File: config.mk
export PLATFORM = sky130hd
export DESIGN_NAME = ssta_alu
export DESIGN_NICKNAME = d
export VERILOG_FILES = /design/src/common/ssta_pkg.sv /design/src/hdl/ssta_sub_unit.sv /design/src/hdl/ssta_alu.sv
export SDC_FILE = /design/constraint.sdc
export NUM_CORES = 1
export LEC_CHECK = 0
export BUFFER_PORTS_ARGS = -buffer_cell sky130_fd_sc_hd__buf_4
export CAP_MARGIN = 20
export CORE_MARGIN = 2
export CORE_UTILIZATION = 46
export CTS_BUF_LIST = sky130_fd_sc_hd__clkbuf_16
export DETAILED_ROUTE_END_ITERATION = 16
export MAX_ROUTING_LAYER = met4
export PLACE_DENSITY_LB_ADDON = 0.05
export SKIP_LAST_GASP = 1
export SLEW_MARGIN = 20
export SYNTH_ARGS = -nofsm -noshare
export SYNTH_HDL_FRONTEND = slang
export SYNTH_SLANG_ARGS = --single-unit
File: constraint.sdc
create_clock -name core_clk_i -period 3 [get_ports core_clk_i]
set_input_delay 0.3 -clock core_clk_i [delete_from_list [all_inputs] [get_ports core_clk_i]]
set_output_delay 0.3 -clock core_clk_i [all_outputs]
set_load 0.03 [all_outputs]
File: src/common/ssta_pkg.sv
// ssta_pkg: constants, opcodes and register map of the subtract/swap/direction datapath
// assumes an AXI4-Lite master and a decoder/file bank on the same core clock
// What this block does
// - plain subtract: file minus working register
// - destination bit 0 to wreg, 1 to file
// - carry, digit carry clear when wreg exceeds
// - borrow subtract also removes inverted carry
// - swap exchanges nibbles, flags untouched
// - operand 5,6,7 loads direction A,B,C
package ssta_pkg;
    localparam int unsigned DATA_W   = 8;
    localparam int unsigned FADDR_W  = 7;
    localparam int unsigned AXI_AW   = 8;

    typedef enum logic [1:0] {
        SSTA_OP_SUB    = 2'h0,
        SSTA_OP_SUBB   = 2'h1,
        SSTA_OP_SWAP   = 2'h3,
        SSTA_OP_DIR    = 2'h2
    } ssta_op_t;

    // direction register selectors
    localparam logic [6:0] DIR_SEL_A = 7'h05;
    localparam logic [6:0] DIR_SEL_B = 7'h06;
    localparam logic [6:0] DIR_SEL_C = 7'h07;

    // register byte offsets
    localparam logic [7:0] REG_FLAGS = 8'h00;
    localparam logic [7:0] REG_WREG  = 8'h04;
    localparam logic [7:0] REG_DIR_A = 8'h08;
    localparam logic [7:0] REG_DIR_B = 8'h0c;
    localparam logic [7:0] REG_DIR_C = 8'h10;
    localparam logic [7:0] REG_COUNT = 8'h14;

    // flag register fields
    localparam int unsigned FLAG_C_BIT     = 0;
    localparam int unsigned FLAG_DIGIT_BIT = 1;
    localparam int unsigned FLAG_Z_BIT     = 2;

    // reset values
    localparam logic [7:0] WREG_RST = 8'h00;
    localparam logic [7:0] DIR_RST  = 8'hff;
    localparam logic [2:0] FLAGS_RST = 3'h0;

    localparam logic [1:0] AXI_OKAY   = 2'h0;
    localparam logic [1:0] AXI_SLVERR = 2'h2;
endpackage

File: src/hdl/ssta_sub_unit.sv
// ssta_sub_unit: combinational 8-bit subtractor with borrow-in, carry and digit carry out
// assumes inputs are stable within the cycle
`timescale 1ns/100ps
module ssta_sub_unit (
    // operands
    input  wire logic [7:0] minuend_i,
    input  wire logic [7:0] subtrahend_i,
    input  wire logic       borrow_in_i,
    // results
    output logic      [7:0] diff_o,
    output logic            carry_o,
    output logic            digit_carry_o
);
    logic [8:0] full;
    logic [4:0] low;

    always_comb begin
        // carry 1 means no borrow: wreg plus borrow not above file
        full          = {1'b0, minuend_i} - {1'b0, subtrahend_i} - {8'h00, borrow_in_i};
        low           = {1'b0, minuend_i[3:0]} - {1'b0, subtrahend_i[3:0]} - {4'h0, borrow_in_i};
        diff_o        = full[7:0];
        carry_o       = ~full[8];
        digit_carry_o = ~low[4];
    end
endmodule

File: src/hdl/ssta_alu.sv
// ssta_alu: execution datapath for subtract, subtract-borrow, nibble swap and direction load
// assumes decoder and file bank on core_clk_i; one instruction per enabled cycle with exec_valid_i high
//
// Decided for this implementation: the AXI4-Lite slave port and the placing of the registers.
`timescale 1ns/100ps
module ssta_alu (
    // clock, reset, enable
    input  wire logic        core_clk_i,
    input  wire logic        rstn_i,
    input  wire logic        clk_en_i,
    // instruction from decoder
    input  wire logic        exec_valid_i,
    input  wire logic [1:0]  exec_op_i,
    input  wire logic [6:0]  exec_faddr_i,
    input  wire logic        exec_dest_i,
    input  wire logic [7:0]  file_rdata_i,
    // file register write back
    output logic             file_we_o,
    output logic      [6:0]  file_waddr_o,
    output logic      [7:0]  file_wdata_o,
    // working register, flags, direction registers
    output logic      [7:0]  wreg_o,
    output logic             carry_flag_o,
    output logic             digit_carry_flag_o,
    output logic             zero_flag_o,
    output logic      [7:0]  port_a_direction_o,
    output logic      [7:0]  port_b_direction_o,
    output logic      [7:0]  port_c_direction_o,
    // axi4-lite write
    input  wire logic [7:0]  s_axi_awaddr,
    input  wire logic        s_axi_awvalid,
    output logic             s_axi_awready,
    input  wire logic [31:0] s_axi_wdata,
    input  wire logic [3:0]  s_axi_wstrb,
    input  wire logic        s_axi_wvalid,
    output logic             s_axi_wready,
    output logic      [1:0]  s_axi_bresp,
    output logic             s_axi_bvalid,
    input  wire logic        s_axi_bready,
    // axi4-lite read
    input  wire logic [7:0]  s_axi_araddr,
    input  wire logic        s_axi_arvalid,
    output logic             s_axi_arready,
    output logic      [31:0] s_axi_rdata,
    output logic      [1:0]  s_axi_rresp,
    output logic             s_axi_rvalid,
    input  wire logic        s_axi_rready
);
    // datapath state
    logic [7:0]  wreg, next_wreg;
    logic [2:0]  flags, next_flags;
    logic [7:0]  dir_a, next_dir_a, dir_b, next_dir_b, dir_c, next_dir_c;
    logic        f_we, next_f_we;
    logic [6:0]  f_waddr, next_f_waddr;
    logic [7:0]  f_wdata, next_f_wdata;
    logic [7:0]  exec_cnt, next_exec_cnt;
    // bus state
    logic        aw_held, next_aw_held, w_held, next_w_held;
    logic [7:0]  aw_addr, next_aw_addr;
    logic [31:0] w_data, next_w_data;
    logic [3:0]  w_strb, next_w_strb;
    logic        bvalid, next_bvalid;
    logic [1:0]  bresp, next_bresp;
    logic        rvalid, next_rvalid;
    logic [1:0]  rresp, next_rresp;
    logic [31:0] rdata, next_rdata;
    logic        awrdy, next_awrdy, wrdy, next_wrdy, arrdy, next_arrdy;

    logic [7:0]  diff, swapped, result;
    logic        sub_c, sub_digit, is_sub, borrow;
    logic        wr_go, rd_go;

    assign is_sub  = (exec_op_i == ssta_pkg::SSTA_OP_SUB) || (exec_op_i == ssta_pkg::SSTA_OP_SUBB);
    // borrow is the inverted carry, only for the borrow form
    assign borrow  = (exec_op_i == ssta_pkg::SSTA_OP_SUBB) & ~flags[ssta_pkg::FLAG_C_BIT];
    assign swapped = {file_rdata_i[3:0], file_rdata_i[7:4]};
    assign result  = is_sub ? diff : swapped;

    ssta_sub_unit u_sub (
        .minuend_i     (file_rdata_i),
        .subtrahend_i  (wreg),
        .borrow_in_i   (borrow),
        .diff_o        (diff),
        .carry_o       (sub_c),
        .digit_carry_o (sub_digit)
    );

    assign wr_go = aw_held & w_held & ~bvalid;
    assign rd_go = s_axi_arvalid & ~rvalid;

    always_comb begin
        next_wreg     = wreg;
        next_flags    = flags;
        next_dir_a    = dir_a;
        next_dir_b    = dir_b;
        next_dir_c    = dir_c;
        next_f_we     = 1'b0;
        next_f_waddr  = f_waddr;
        next_f_wdata  = f_wdata;
        next_exec_cnt = exec_cnt;
        // software writes steer working register, flags and direction registers
        if (wr_go && w_strb[0]) begin
            if (aw_addr == ssta_pkg::REG_FLAGS) begin
                next_flags = w_data[2:0];
            end else if (aw_addr == ssta_pkg::REG_WREG) begin
                next_wreg = w_data[7:0];
            end else if (aw_addr == ssta_pkg::REG_DIR_A) begin
                next_dir_a = w_data[7:0];
            end else if (aw_addr == ssta_pkg::REG_DIR_B) begin
                next_dir_b = w_data[7:0];
            end else if (aw_addr == ssta_pkg::REG_DIR_C) begin
                next_dir_c = w_data[7:0];
            end
        end
        // instruction execution takes priority over a bus write
        if (exec_valid_i) begin
            next_exec_cnt = exec_cnt + 8'h01;
            case (exec_op_i)
                ssta_pkg::SSTA_OP_SUB, ssta_pkg::SSTA_OP_SUBB, ssta_pkg::SSTA_OP_SWAP: begin
                    if (exec_dest_i) begin
                        next_f_we    = 1'b1;
                        next_f_waddr = exec_faddr_i;
                        next_f_wdata = result;
                    end else begin
                        next_wreg = result;
                    end
                    if (is_sub) begin
                        next_flags[ssta_pkg::FLAG_C_BIT]     = sub_c;
                        next_flags[ssta_pkg::FLAG_DIGIT_BIT] = sub_digit;
                        next_flags[ssta_pkg::FLAG_Z_BIT]     = (diff == 8'h00);
                    end else begin
                        next_flags = flags;
                    end
                end
                default: begin
                    if (exec_faddr_i == ssta_pkg::DIR_SEL_A) begin
                        next_dir_a = wreg;
                    end else if (exec_faddr_i == ssta_pkg::DIR_SEL_B) begin
                        next_dir_b = wreg;
                    end else if (exec_faddr_i == ssta_pkg::DIR_SEL_C) begin
                        next_dir_c = wreg;
                    end
                    next_flags = flags;
                end
            endcase
        end
    end

    always_comb begin
        next_aw_held = aw_held;
        next_aw_addr = aw_addr;
        next_w_held  = w_held;
        next_w_data  = w_data;
        next_w_strb  = w_strb;
        next_bvalid  = bvalid;
        next_bresp   = bresp;
        next_rvalid  = rvalid;
        next_rresp   = rresp;
        next_rdata   = rdata;
        if (s_axi_awvalid && !aw_held) begin
            next_aw_held = 1'b1;
            next_aw_addr = s_axi_awaddr;
        end
        if (s_axi_wvalid && !w_held) begin
            next_w_held = 1'b1;
            next_w_data = s_axi_wdata;
            next_w_strb = s_axi_wstrb;
        end
        if (wr_go) begin
            next_aw_held = 1'b0;
            next_w_held  = 1'b0;
            next_bvalid  = 1'b1;
            if (aw_addr <= ssta_pkg::REG_COUNT && aw_addr[1:0] == 2'h0) begin
                next_bresp = ssta_pkg::AXI_OKAY;
            end else begin
                next_bresp = ssta_pkg::AXI_SLVERR;
            end
        end
        if (bvalid && s_axi_bready) begin
            next_bvalid = 1'b0;
        end
        if (rd_go) begin
            next_rvalid = 1'b1;
            next_rresp  = ssta_pkg::AXI_OKAY;
            next_rdata  = 32'h0000_0000;
            if (s_axi_araddr == ssta_pkg::REG_FLAGS) begin
                next_rdata[2:0] = flags;
            end else if (s_axi_araddr == ssta_pkg::REG_WREG) begin
                next_rdata[7:0] = wreg;
            end else if (s_axi_araddr == ssta_pkg::REG_DIR_A) begin
                next_rdata[7:0] = dir_a;
            end else if (s_axi_araddr == ssta_pkg::REG_DIR_B) begin
                next_rdata[7:0] = dir_b;
            end else if (s_axi_araddr == ssta_pkg::REG_DIR_C) begin
                next_rdata[7:0] = dir_c;
            end else if (s_axi_araddr == ssta_pkg::REG_COUNT) begin
                next_rdata[7:0] = exec_cnt;
            end else begin
                next_rresp = ssta_pkg::AXI_SLVERR;
            end
        end else if (rvalid && s_axi_rready) begin
            next_rvalid = 1'b0;
        end
        // ready outputs registered from the next holding state
        next_awrdy = ~next_aw_held;
        next_wrdy  = ~next_w_held;
        next_arrdy = ~next_rvalid;
    end

    always_ff @(posedge core_clk_i) begin
        if (!rstn_i) begin
            wreg     <= ssta_pkg::WREG_RST;
            flags    <= ssta_pkg::FLAGS_RST;
            dir_a    <= ssta_pkg::DIR_RST;
            dir_b    <= ssta_pkg::DIR_RST;
            dir_c    <= ssta_pkg::DIR_RST;
            f_we     <= 1'b0;
            f_waddr  <= 7'h00;
            f_wdata  <= 8'h00;
            exec_cnt <= 8'h00;
            aw_held  <= 1'b0;
            aw_addr  <= 8'h00;
            w_held   <= 1'b0;
            w_data   <= 32'h0000_0000;
            w_strb   <= 4'h0;
            bvalid   <= 1'b0;
            bresp    <= 2'h0;
            rvalid   <= 1'b0;
            rresp    <= 2'h0;
            rdata    <= 32'h0000_0000;
            awrdy    <= 1'b1;
            wrdy     <= 1'b1;
            arrdy    <= 1'b1;
        end else if (clk_en_i) begin
            wreg     <= next_wreg;
            flags    <= next_flags;
            dir_a    <= next_dir_a;
            dir_b    <= next_dir_b;
            dir_c    <= next_dir_c;
            f_we     <= next_f_we;
            f_waddr  <= next_f_waddr;
            f_wdata  <= next_f_wdata;
            exec_cnt <= next_exec_cnt;
            aw_held  <= next_aw_held;
            aw_addr  <= next_aw_addr;
            w_held   <= next_w_held;
            w_data   <= next_w_data;
            w_strb   <= next_w_strb;
            bvalid   <= next_bvalid;
            bresp    <= next_bresp;
            rvalid   <= next_rvalid;
            rresp    <= next_rresp;
            rdata    <= next_rdata;
            awrdy    <= next_awrdy;
            wrdy     <= next_wrdy;
            arrdy    <= next_arrdy;
        end
    end

    assign file_we_o          = f_we;
    assign file_waddr_o       = f_waddr;
    assign file_wdata_o       = f_wdata;
    assign wreg_o             = wreg;
    assign carry_flag_o       = flags[ssta_pkg::FLAG_C_BIT];
    assign digit_carry_flag_o = flags[ssta_pkg::FLAG_DIGIT_BIT];
    assign zero_flag_o        = flags[ssta_pkg::FLAG_Z_BIT];
    assign port_a_direction_o = dir_a;
    assign port_b_direction_o = dir_b;
    assign port_c_direction_o = dir_c;
    assign s_axi_awready      = awrdy;
    assign s_axi_wready       = wrdy;
    assign s_axi_bvalid       = bvalid;
    assign s_axi_bresp        = bresp;
    assign s_axi_arready      = arrdy;
    assign s_axi_rvalid       = rvalid;
    assign s_axi_rresp        = rresp;
    assign s_axi_rdata        = rdata;
endmodule

* Word-level counts from Yosys, hierarchy flattened
Index checks and enable logic that the tools add are counted.
** Storage, ports and cells
- Input port bits :: 79
- Register bits :: 95
** Cells by class
- Magnitude comparators :: 1
- Bitwise logic cells :: 12
- $add $sub $neg :: 5
- Muxes and demuxes :: 64
- Reduce and logical (&&, ||, !) cells :: 26
- Eq/ne operators :: 16
** Operators by type and width (count)
- 8-bit two-way mux :: 39
- 8-bit by 4-bit equality test with 1-bit output, second input constant :: 4
- 8-bit by 5-bit equality test with 1-bit output, second input constant :: 3
- 8-bit logical NOT :: 3
- 7-bit by 3-bit equality test with 1-bit output, second input constant :: 3
- 3-bit two-way mux :: 6
- 8-bit by 3-bit equality test with 1-bit output, second input constant :: 2
- 2-bit two-way mux :: 7
- 2-bit AND reduction :: 6
- 1-bit two-way mux :: 11
- 8-bit by 8-bit subtractor with 9-bit output :: 1
- 9-bit by 1-bit subtractor with 9-bit output :: 1
- 8-bit by 1-bit adder with 8-bit output, second input constant :: 1
- 8-bit by 5-bit <= comparator with 1-bit output, second input constant :: 1
- 1-bit inverter :: 8
- 1-bit logical AND :: 6
- 2-bit nonzero test :: 3
- 5-bit two-way mux :: 1
- 5-bit AND reduction :: 1
- 4-bit by 4-bit subtractor with 5-bit output :: 1
- 5-bit by 1-bit subtractor with 5-bit output :: 1
- 1-bit bitwise AND :: 4
- 2-bit logical NOT :: 2
- 2-bit by 1-bit inequality test with 1-bit output, second input constant :: 2
- 6 further kinds :: 7

* Depth between registers and ports, before layout
Gate-level depths: netlist (run 1).
- Depth after elaboration :: 12
- Depth in mapped cells :: 11
- Depth with buffers taken out :: 10

* Modules after synthesis
A second synthesis (run 1) with hierarchy kept.
** Unflattened totals
- Cells, all modules :: 667
- Area total of the unflattened synthesis :: 5559.1 um2
** By module, submodules not included
- ssta_alu :: times used 1, cells each 593, area each 5007.3 um2
- ssta_sub_unit :: times used 1, cells each 74, area each 551.8 um2

* Worst setup path after synthesis (run 1)
Ideal clock, no wire load.
- Path kind :: reg-to-reg
- Start point :: reg wreg[0], in the netlist wreg_o[0]
- End point :: reg wreg[6], in the netlist wreg_o[6]
- Period minus slack after synthesis :: 2.978 ns
- Arrival :: 2.857 ns
- Buffers on the path :: 0
- Cell stages (with the launch flop) :: 9
- Setup slack :: 0.022 ns
- Path through :: dfxtp_1 -> inv_1 -> fa_1 -> fa_1 -> nand2b_1 -> a2111oi_0 -> o21ba_2 -> nor3_1 -> o311a_1
** On the way
- Longest elaborated chain between the ends :: 6
** RTL lines
- start: declaration :: line ssta_alu.sv:50 : logic [7:0] wreg, next_wreg;
- start signal: assignment :: line ssta_alu.sv:212 : wreg <= ssta_pkg::WREG_RST;
- start signal: assignment :: line ssta_alu.sv:235 : wreg <= next_wreg;
- 8-bit by 8-bit subtractor with 9-bit output :: line ssta_sub_unit.sv:19 : full = {1'b0, minuend_i} - {1'b0, subtrahend_i} - {8'h00, borrow_in_i};
- 9-bit by 1-bit subtractor with 9-bit output :: line ssta_sub_unit.sv:19
- 8-bit two-way mux :: line ssta_alu.sv:77 : assign result = is_sub ? diff : swapped;
- 8-bit two-way mux :: line ssta_alu.sv:120 : if (exec_dest_i) begin
- 8-bit two-way mux :: line ssta_alu.sv:118 : case (exec_op_i)
- 8-bit two-way mux :: line ssta_alu.sv:116 : if (exec_valid_i) begin
Every way passes these cells.
A chain may end at the register's enable or synchronous reset.

* Final worst setup path (run 1)
- Start point :: reg flags[0]
- End point :: reg f_wdata[6], in the netlist file_wdata_o[6]
** On the way
- Longest elaborated chain between the ends :: 4
** RTL lines
- start: declaration :: line ssta_alu.sv:51 : logic [2:0] flags, next_flags;
- start signal: assignment :: line ssta_alu.sv:213 : flags <= ssta_pkg::FLAGS_RST;
- start signal: assignment :: line ssta_alu.sv:236 : flags <= next_flags;
- 1-bit inverter :: line ssta_alu.sv:75 : assign borrow = (exec_op_i == ssta_pkg::SSTA_OP_SUBB) & ~flags[ssta_pkg::FLAG_C_BIT];
- 1-bit bitwise AND :: line ssta_alu.sv:75
- 9-bit by 1-bit subtractor with 9-bit output :: line ssta_sub_unit.sv:19
- 8-bit two-way mux :: line ssta_alu.sv:77
- end signal: assignment :: line ssta_alu.sv:242 : f_wdata <= next_f_wdata;
- end: declaration :: line ssta_alu.sv:55 : logic [7:0] f_wdata, next_f_wdata;
Every way passes these cells.

==> impl_metrics.env, run 1 <==
export IMPL_relSlewSlack_pct=53.9
export IMPL_setup_tns_ns=0
export IMPL_clk_pin_slew_ns=0.07
export IMPL_finalClockSkew_ns=0.00649
export IMPL_worst_pin_slew_ns=0.691
export IMPL_seq_power_share_pct=43.5
export IMPL_path_cells="nor2_1 > nand2_1 > fa_1 > fa_1 > nand2b_1 > a2111oi_0 > buf_4 > nor3b_1 > nor3_1 > o221a_2"
export IMPL_grt_usage_pct=26.0
export IMPL_power_frac_clock_pct=38.5
export IMPL_cts_root_buf="clkbuf_16"
export IMPL_p_leak_nw=2.74
export IMPL_drt_pass1_iterations=5
export IMPL_place_hpwl_um=11500
export IMPL_p_int_mw=2.13
export IMPL_post_cts_resized=0
export IMPL_drv_cap=0
export IMPL_worst_path_buf_inv=1
export IMPL_hold_viol_final=0
export IMPL_holdCritPathClass="in -> reg"
export IMPL_io_pins=171
export IMPL_synthCells=596
export IMPL_start_kind="flip-flop"
export IMPL_total_power_mw=3.02
export IMPL_netlist_cell_type_count=75
export IMPL_p_comb_share_pct=18.0
export IMPL_synth_seq_cells=93
export IMPL_cp_slowest_stage_delay_ns=0.42
export IMPL_fin_nets=796
export IMPL_hold_buffers=0
export IMPL_gp_congestion=0.899
export IMPL_fp_dieW_um=109
export IMPL_fill_cells=1002
export IMPL_powerDensity_nw_per_um2=478
export IMPL_start_util_pct=47.2
export IMPL_synth_seq_area_share_pct=36.4
export IMPL_p_sw_uw=891
export IMPL_layout_min_cycle_time_ns=2.80
export IMPL_first_iter_violations=313
export IMPL_std_cell_rows=38
export IMPL_crit_arrival_ns=3.09
export IMPL_drive_above_1_share_pct=23.3
export IMPL_critPathSlowestCell="a2111oi_0"
export IMPL_final_common_cell="buf_4"
export IMPL_clkLatencyLatePin_ns=0.34
export IMPL_setup_viol=0
export IMPL_cts_sinks=93
export IMPL_synth_edf_count=0
export IMPL_ant_nets=0
export IMPL_wl_per_cell_um=18.0
export IMPL_dieArea_um2=12000
export IMPL_htreeDepth=3
export IMPL_core_region_area_um2=10800
export IMPL_critical_path_class="reg -> reg"
export IMPL_grt_first_pass_wirelength_um=23200
export IMPL_diodes=0
export IMPL_worst_path_dominant_cell_family="adder cells"
export IMPL_cts_tree="built"
export IMPL_synth_flop_cell="dfxtp_1"
export IMPL_ir_worst_vdd_mv=0.229
export IMPL_grt_max_degree=34
export IMPL_cts_buffers=9
export IMPL_switching_share_pct=29.5
export IMPL_critPathMaxFanout=4
export IMPL_rsz0062_at_grt="false"
export IMPL_grt_ovfl_total=0
export IMPL_period_share_pct=93.5
export IMPL_avgSynthCellArea_um2=8.58
export IMPL_slew_violations=0
export IMPL_vias=4800
export IMPL_cts_buffer_depth=2
export IMPL_grt_pass1_vias=4356
export IMPL_cts_setup_buffers=0
export IMPL_yosys_warnings=0
export IMPL_final_cell_mix="buf_4, dfxtp_1, nand2_1"
export IMPL_via_per_inst=5.68
export IMPL_async_reset_ff_share_pct=0
export IMPL_crit_path_end_kind="flip-flop"
export IMPL_cp_required_ns=3.28
export IMPL_wirelength_um=15200
export IMPL_syn_area_um2=5120
export IMPL_die_y_um=109
export IMPL_fmax_mhz=357
export IMPL_ff2ff_setup_slack_ns=0.20
export IMPL_port_buffer_count=117
export IMPL_syn_to_final_growth_pct=23.5
export IMPL_cp_common_cell="fa_1"
export IMPL_post_route_drc_count=0
export IMPL_antenna_found_initial=0
export IMPL_outcome="finished, final reports clean"
final cells by class:
type | count | area, um2 | share of cell area (%)
multi-input combinational | 435 | 2890 | 45.8
sequential | 93 | 1860 | 29.5
timing repair buffer | 128 | 961 | 15.2
clock buffer | 9 | 225 | 3.57
tap | 140 | 175 | 2.77
inverter | 33 | 124 | 1.96
clock inverter | 7 | 75.1 | 1.19
worst register-to-register path, stage by stage (launching register included):
cell and delay, ns:
dfxtp_1 0.36, nor2_1 0.11, nand2_1 0.08, fa_1 0.41, fa_1 0.41, nand2b_1 0.18
a2111oi_0 0.42, buf_4 0.19, nor3b_1 0.05, nor3_1 0.31, o221a_2 0.24
power groups by stage:
stage | Clock, mW | Sequential [mW] | Combinational (mW)
floorplan | 0 | 1.37 | 0.341
global placement | 0 | 1.34 | 0.529
detailed placement | 0 | 1.34 | 0.537
CTS | 1.18 | 1.31 | 0.539
global route | 1.23 | 1.32 | 0.590
finish | 1.16 | 1.31 | 0.545
cells by family after synthesis:
kind of cell	share of synthesized area (%)
AOI/OAI and AO/OA	23.1
xor gates and xnor gates	2.57
adders and majority gates	4.45
muxes	5.75
buffers and inverters	8.88
other	0.0733
DFF	36.4
and+or+nand+nor	18.8
through the flow:
step                hold WS, ns  worst slack (ns)  instances  utilization [%]  instance area (um2)
floorplan                 0.436            0.0218        621                -                 5210
global placement          0.442             0.200        829             55.5                 6020
detailed placement        0.451             0.202        829             55.5                 6020
CTS                       0.186             0.209        845             58.3                 6320
global route              0.196            0.0304        845             58.3                 6320
finish                    0.193             0.196        845             58.3                 6320
layer usage:
metal | up-vias | track usage [%] | wire length [um]
met4 | 0 | 8.23 | 240
met1 | 2239 | 36.5 | 7010
met2 | 232 | 39.5 | 6770
li1 | 2312 | - | -
met3 | 17 | 2.61 | 1150
met5 | - | - | 0
final timing paths:
kind | startpoint | cells past startpoint | to
max | flags[0] | 10 | file_wdata_o[6]
min | s_axi_awaddr[3] | 3 | aw_addr[3]
max reg2reg | flags[0] | 10 | file_wdata_o[6]
min reg2reg | file_waddr_o[5] | 2 | file_waddr_o[5]
synth_stat cells (4+ instances only):
master	count	area, um2
inv_1	33	124
xnor2_1	6	52.6
nor2b_1	7	43.8
nor3b_1	5	37.5
o22a_1	8	70.1
a21oi_1	39	195
mux2_2	5	56.3
ha_1	15	188
a2111oi_0	4	35.0
o31ai_1	4	30.0
a2bb2oi_1	16	140
nand2b_1	4	25.0
clkbuf_1	23	86.3
o21ai_0	16	80.1
dfxtp_1	93	1860
o211ai_1	5	37.5
mux2i_1	17	170
a31oi_1	10	62.6
nor2_1	40	150
a211oi_1	5	37.5
nand3_1	13	65.1
nand2_1	74	278
buf_4	27	203
and3_1	4	25.0
a32oi_1	8	70.1
nand4b_1	4	35.0
xor2_1	9	78.8
buf_1	7	26.3
o22ai_1	20	125
nand3b_1	5	37.5
flip-flops by register name, summed over array words and instances (netlist names):
name and cells:
s_axi_wready 1, w_data 8, file_waddr_o 7, flags 3, wreg_o 8, aw_addr 8, port_a_direction_o 8, port_c_direction_o 8
file_wdata_o 8, s_axi_arready 1, w_held 1, file_we_o 1, exec_cnt 8, port_b_direction_o 8, w_strb 1, s_axi_bresp 1
s_axi_bvalid 1, s_axi_rdata 8, s_axi_awready 1, s_axi_rresp 1, s_axi_rvalid 1, aw_held 1
Note: power is estimated with default switching activity, not from simulation.
==> run 2, diff against run 1 <==
--- a/config.mk
+++ b/config.mk
@@ -11,7 +11,6 @@
 export CORE_UTILIZATION = 46
 export CTS_BUF_LIST = sky130_fd_sc_hd__clkbuf_16
 export DETAILED_ROUTE_END_ITERATION = 16
-export MAX_ROUTING_LAYER = met4
 export PLACE_DENSITY_LB_ADDON = 0.05
 export SKIP_LAST_GASP = 1
 export SLEW_MARGIN = 20
==> run 2 against run 1 <==
Against the previous run: largest cell class unchanged; first-iteration DRC count up 22%; non-clock buffer count rose by 2; via count rose by 1.0%; fmax shrank 0.54%; combinational power barely moved; sequential power is essentially flat; total power grew 1.9%; clock power rose by 5%; die area stayed put; worst hold slack lost 0.0033 ns.
==> impl_metrics.env, run 2 (synthesis gave the netlist of run 1 again) <==
export IMPL_core_region_area_um2=10800
export IMPL_dieArea_um2=12000
export IMPL_ff2ff_setup_slack_ns=0.18
export IMPL_syn_to_final_growth_pct=24.0
export IMPL_cp_common_cell="fa_1"
export IMPL_crit_path_end_kind="flip-flop"
export IMPL_cp_required_ns=3.29
export IMPL_vias=4850
export IMPL_min_path_cells=3
export IMPL_ant_nets=0
export IMPL_gp_congestion=0.934
export IMPL_fin_nets=798
export IMPL_min_from="s_axi_awaddr[0]"
export IMPL_cts_tree="built"
export IMPL_clkLatencyLatePin_ns=0.35
export IMPL_std_cell_rows=38
export IMPL_antenna_found_initial=0
export IMPL_post_route_drc_count=0
export IMPL_cp_slowest_stage_delay_ns=0.41
export IMPL_holdCritPathClass="in -> reg"
export IMPL_critPathMaxFanout=4
export IMPL_hold_buffers=0
export IMPL_io_pins=171
export IMPL_start_util_pct=47.2
export IMPL_grt_first_pass_wirelength_um=23300
export IMPL_diodes=0
export IMPL_critPathSlowestCell="fa_1"
export IMPL_fp_dieW_um=109
export IMPL_grt_usage_pct=25.6
export IMPL_post_cts_resized=0
export IMPL_finalClockSkew_ns=0.00757
export IMPL_cts_setup_buffers=0
export IMPL_cts_buffer_depth=2
export IMPL_setup_viol=0
export IMPL_grt_pass1_vias=4475
export IMPL_r2r_end="file_wdata_o[6]"
export IMPL_port_buffer_count=117
export IMPL_clk_pin_slew_ns=0.07
export IMPL_wirelength_um=15200
export IMPL_hold_viol_final=0
export IMPL_fmax_mhz=355
export IMPL_final_cell_count_no_fill=847
export IMPL_critical_path_class="reg -> reg"
export IMPL_drive_above_1_share_pct=23.3
export IMPL_worstReg2RegStart="flags[0]"
export IMPL_final_common_cell="buf_4"
export IMPL_period_share_pct=94.0
export IMPL_placedCellCount=831
export IMPL_first_iter_violations=382
export IMPL_grt_ovfl_total=0
export IMPL_cts_sinks=93
export IMPL_rsz0062_at_grt="false"
export IMPL_outcome="finished, final reports clean"
export IMPL_crit_arrival_ns=3.11
export IMPL_cts_root_buf="clkbuf_16"
export IMPL_worst_pin_slew_ns=0.764
export IMPL_setup_tns_ns=0
export IMPL_relSlewSlack_pct=48.6
export IMPL_htreeDepth=3
export IMPL_timing_hold_ws_ns=0.190
export IMPL_fill_cells=1013
export IMPL_drv_cap=0
export IMPL_wl_per_cell_um=18.0
export IMPL_p_leak_nw=2.75
export IMPL_r2r_worst_path_cells=10
export IMPL_die_y_um=109
export IMPL_drt_pass1_iterations=5
export IMPL_slew_violations=0
export IMPL_path_cells="nor2_1 > nand2_1 > fa_1 > fa_1 > nand2b_1 > a2111oi_0 > buf_4 > nor3b_1 > nor3_1 > o221a_2"
export IMPL_layout_min_cycle_time_ns=2.82
export IMPL_start_kind="flip-flop"
export IMPL_via_per_inst=5.73
export IMPL_whs_endpoint="aw_addr[0]"
export IMPL_powerDensity_nw_per_um2=485
export IMPL_grt_max_degree=26
export IMPL_cts_buffers=9
export IMPL_final_cell_mix="buf_4, dfxtp_1, nand2_1"
export IMPL_place_hpwl_um=11500
export IMPL_ir_worst_vdd_mv=0.263
run 2: cell count changes in the layout (fill, tap and decap cells not counted):
cell	previous run	this run
buf_4	128	130
clkinv_1	0	2
bufinv_16	1	2
clkinv_2	0	1
clkinv_4	1	0
clkinvlp_4	2	1
inv_1	34	33
inv_6	2	1
run 2: worst max-delay path by stage:
| stage | slack (ns) | cells after the start | to | start |
|---|---|---|---|---|
| final | 0.18 | 10 | file_wdata_o[6] | flags[0] |
| after global routing | 0.002 | 10 | file_wdata_o[6] | flags[0] |
| after CTS | 0.18 | 10 | file_wdata_o[6] | flags[0] |
| after detailed placement | 0.18 | 11 | file_wdata_o[6] | exec_op_i[1] |
| after global placement | 0.19 | 11 | file_wdata_o[6] | exec_op_i[1] |
| after floorplan | 0.02 | 8 | wreg_o[6] | wreg_o[0] |
run 2: where the power goes:
part / switching [mW] / internal [mW] / total (mW)
combinational: 0.334 / 0.208 / 0.543
sequential: 0.0409 / 1.27 / 1.31
clock: 0.497 / 0.726 / 1.22
run 2: layout make-up:
class	count	area, um2	share of cell area [%]
Timing Repair Buffer	130	976	15.4
Sequential cell	93	1860	29.3
Clock inverter	7	88.8	1.40
Tap cell	140	175	2.76
Multi-Input combinational cell	435	2890	45.6
Inverter	33	124	1.95
Clock buffer	9	225	3.55
run 2: worst max-delay path, delay by kind of cell, from the launching register on:
| family | cells | cell delay (ns) |
|---|---|---|
| flops | 1 | 0.35 |
| simple gates | 5 | 0.75 |
| compound gates | 2 | 0.65 |
| buf+inv | 1 | 0.19 |
| fa+ha+maj | 2 | 0.82 |
run 2: through the flow:
stage	util, %	area [um2]	setup WS, ns	power (mW)
floorplan	-	5210	0.0218	1.71
global placement	55.6	6030	0.188	1.87
detailed placement	55.6	6030	0.183	1.87
CTS	58.5	6340	0.181	3.08
global route	58.5	6340	0.00196	3.20
finish	58.5	6340	0.181	3.08
run 2: routing by layer:
metal	global-route usage [%]	vias up	wire (um)
met2	40.3	214	6950
met4	7.87	0	255
li1	-	2325	-
met3	4.68	22	1280
met1	35.5	2289	6750
met5	0	-	0
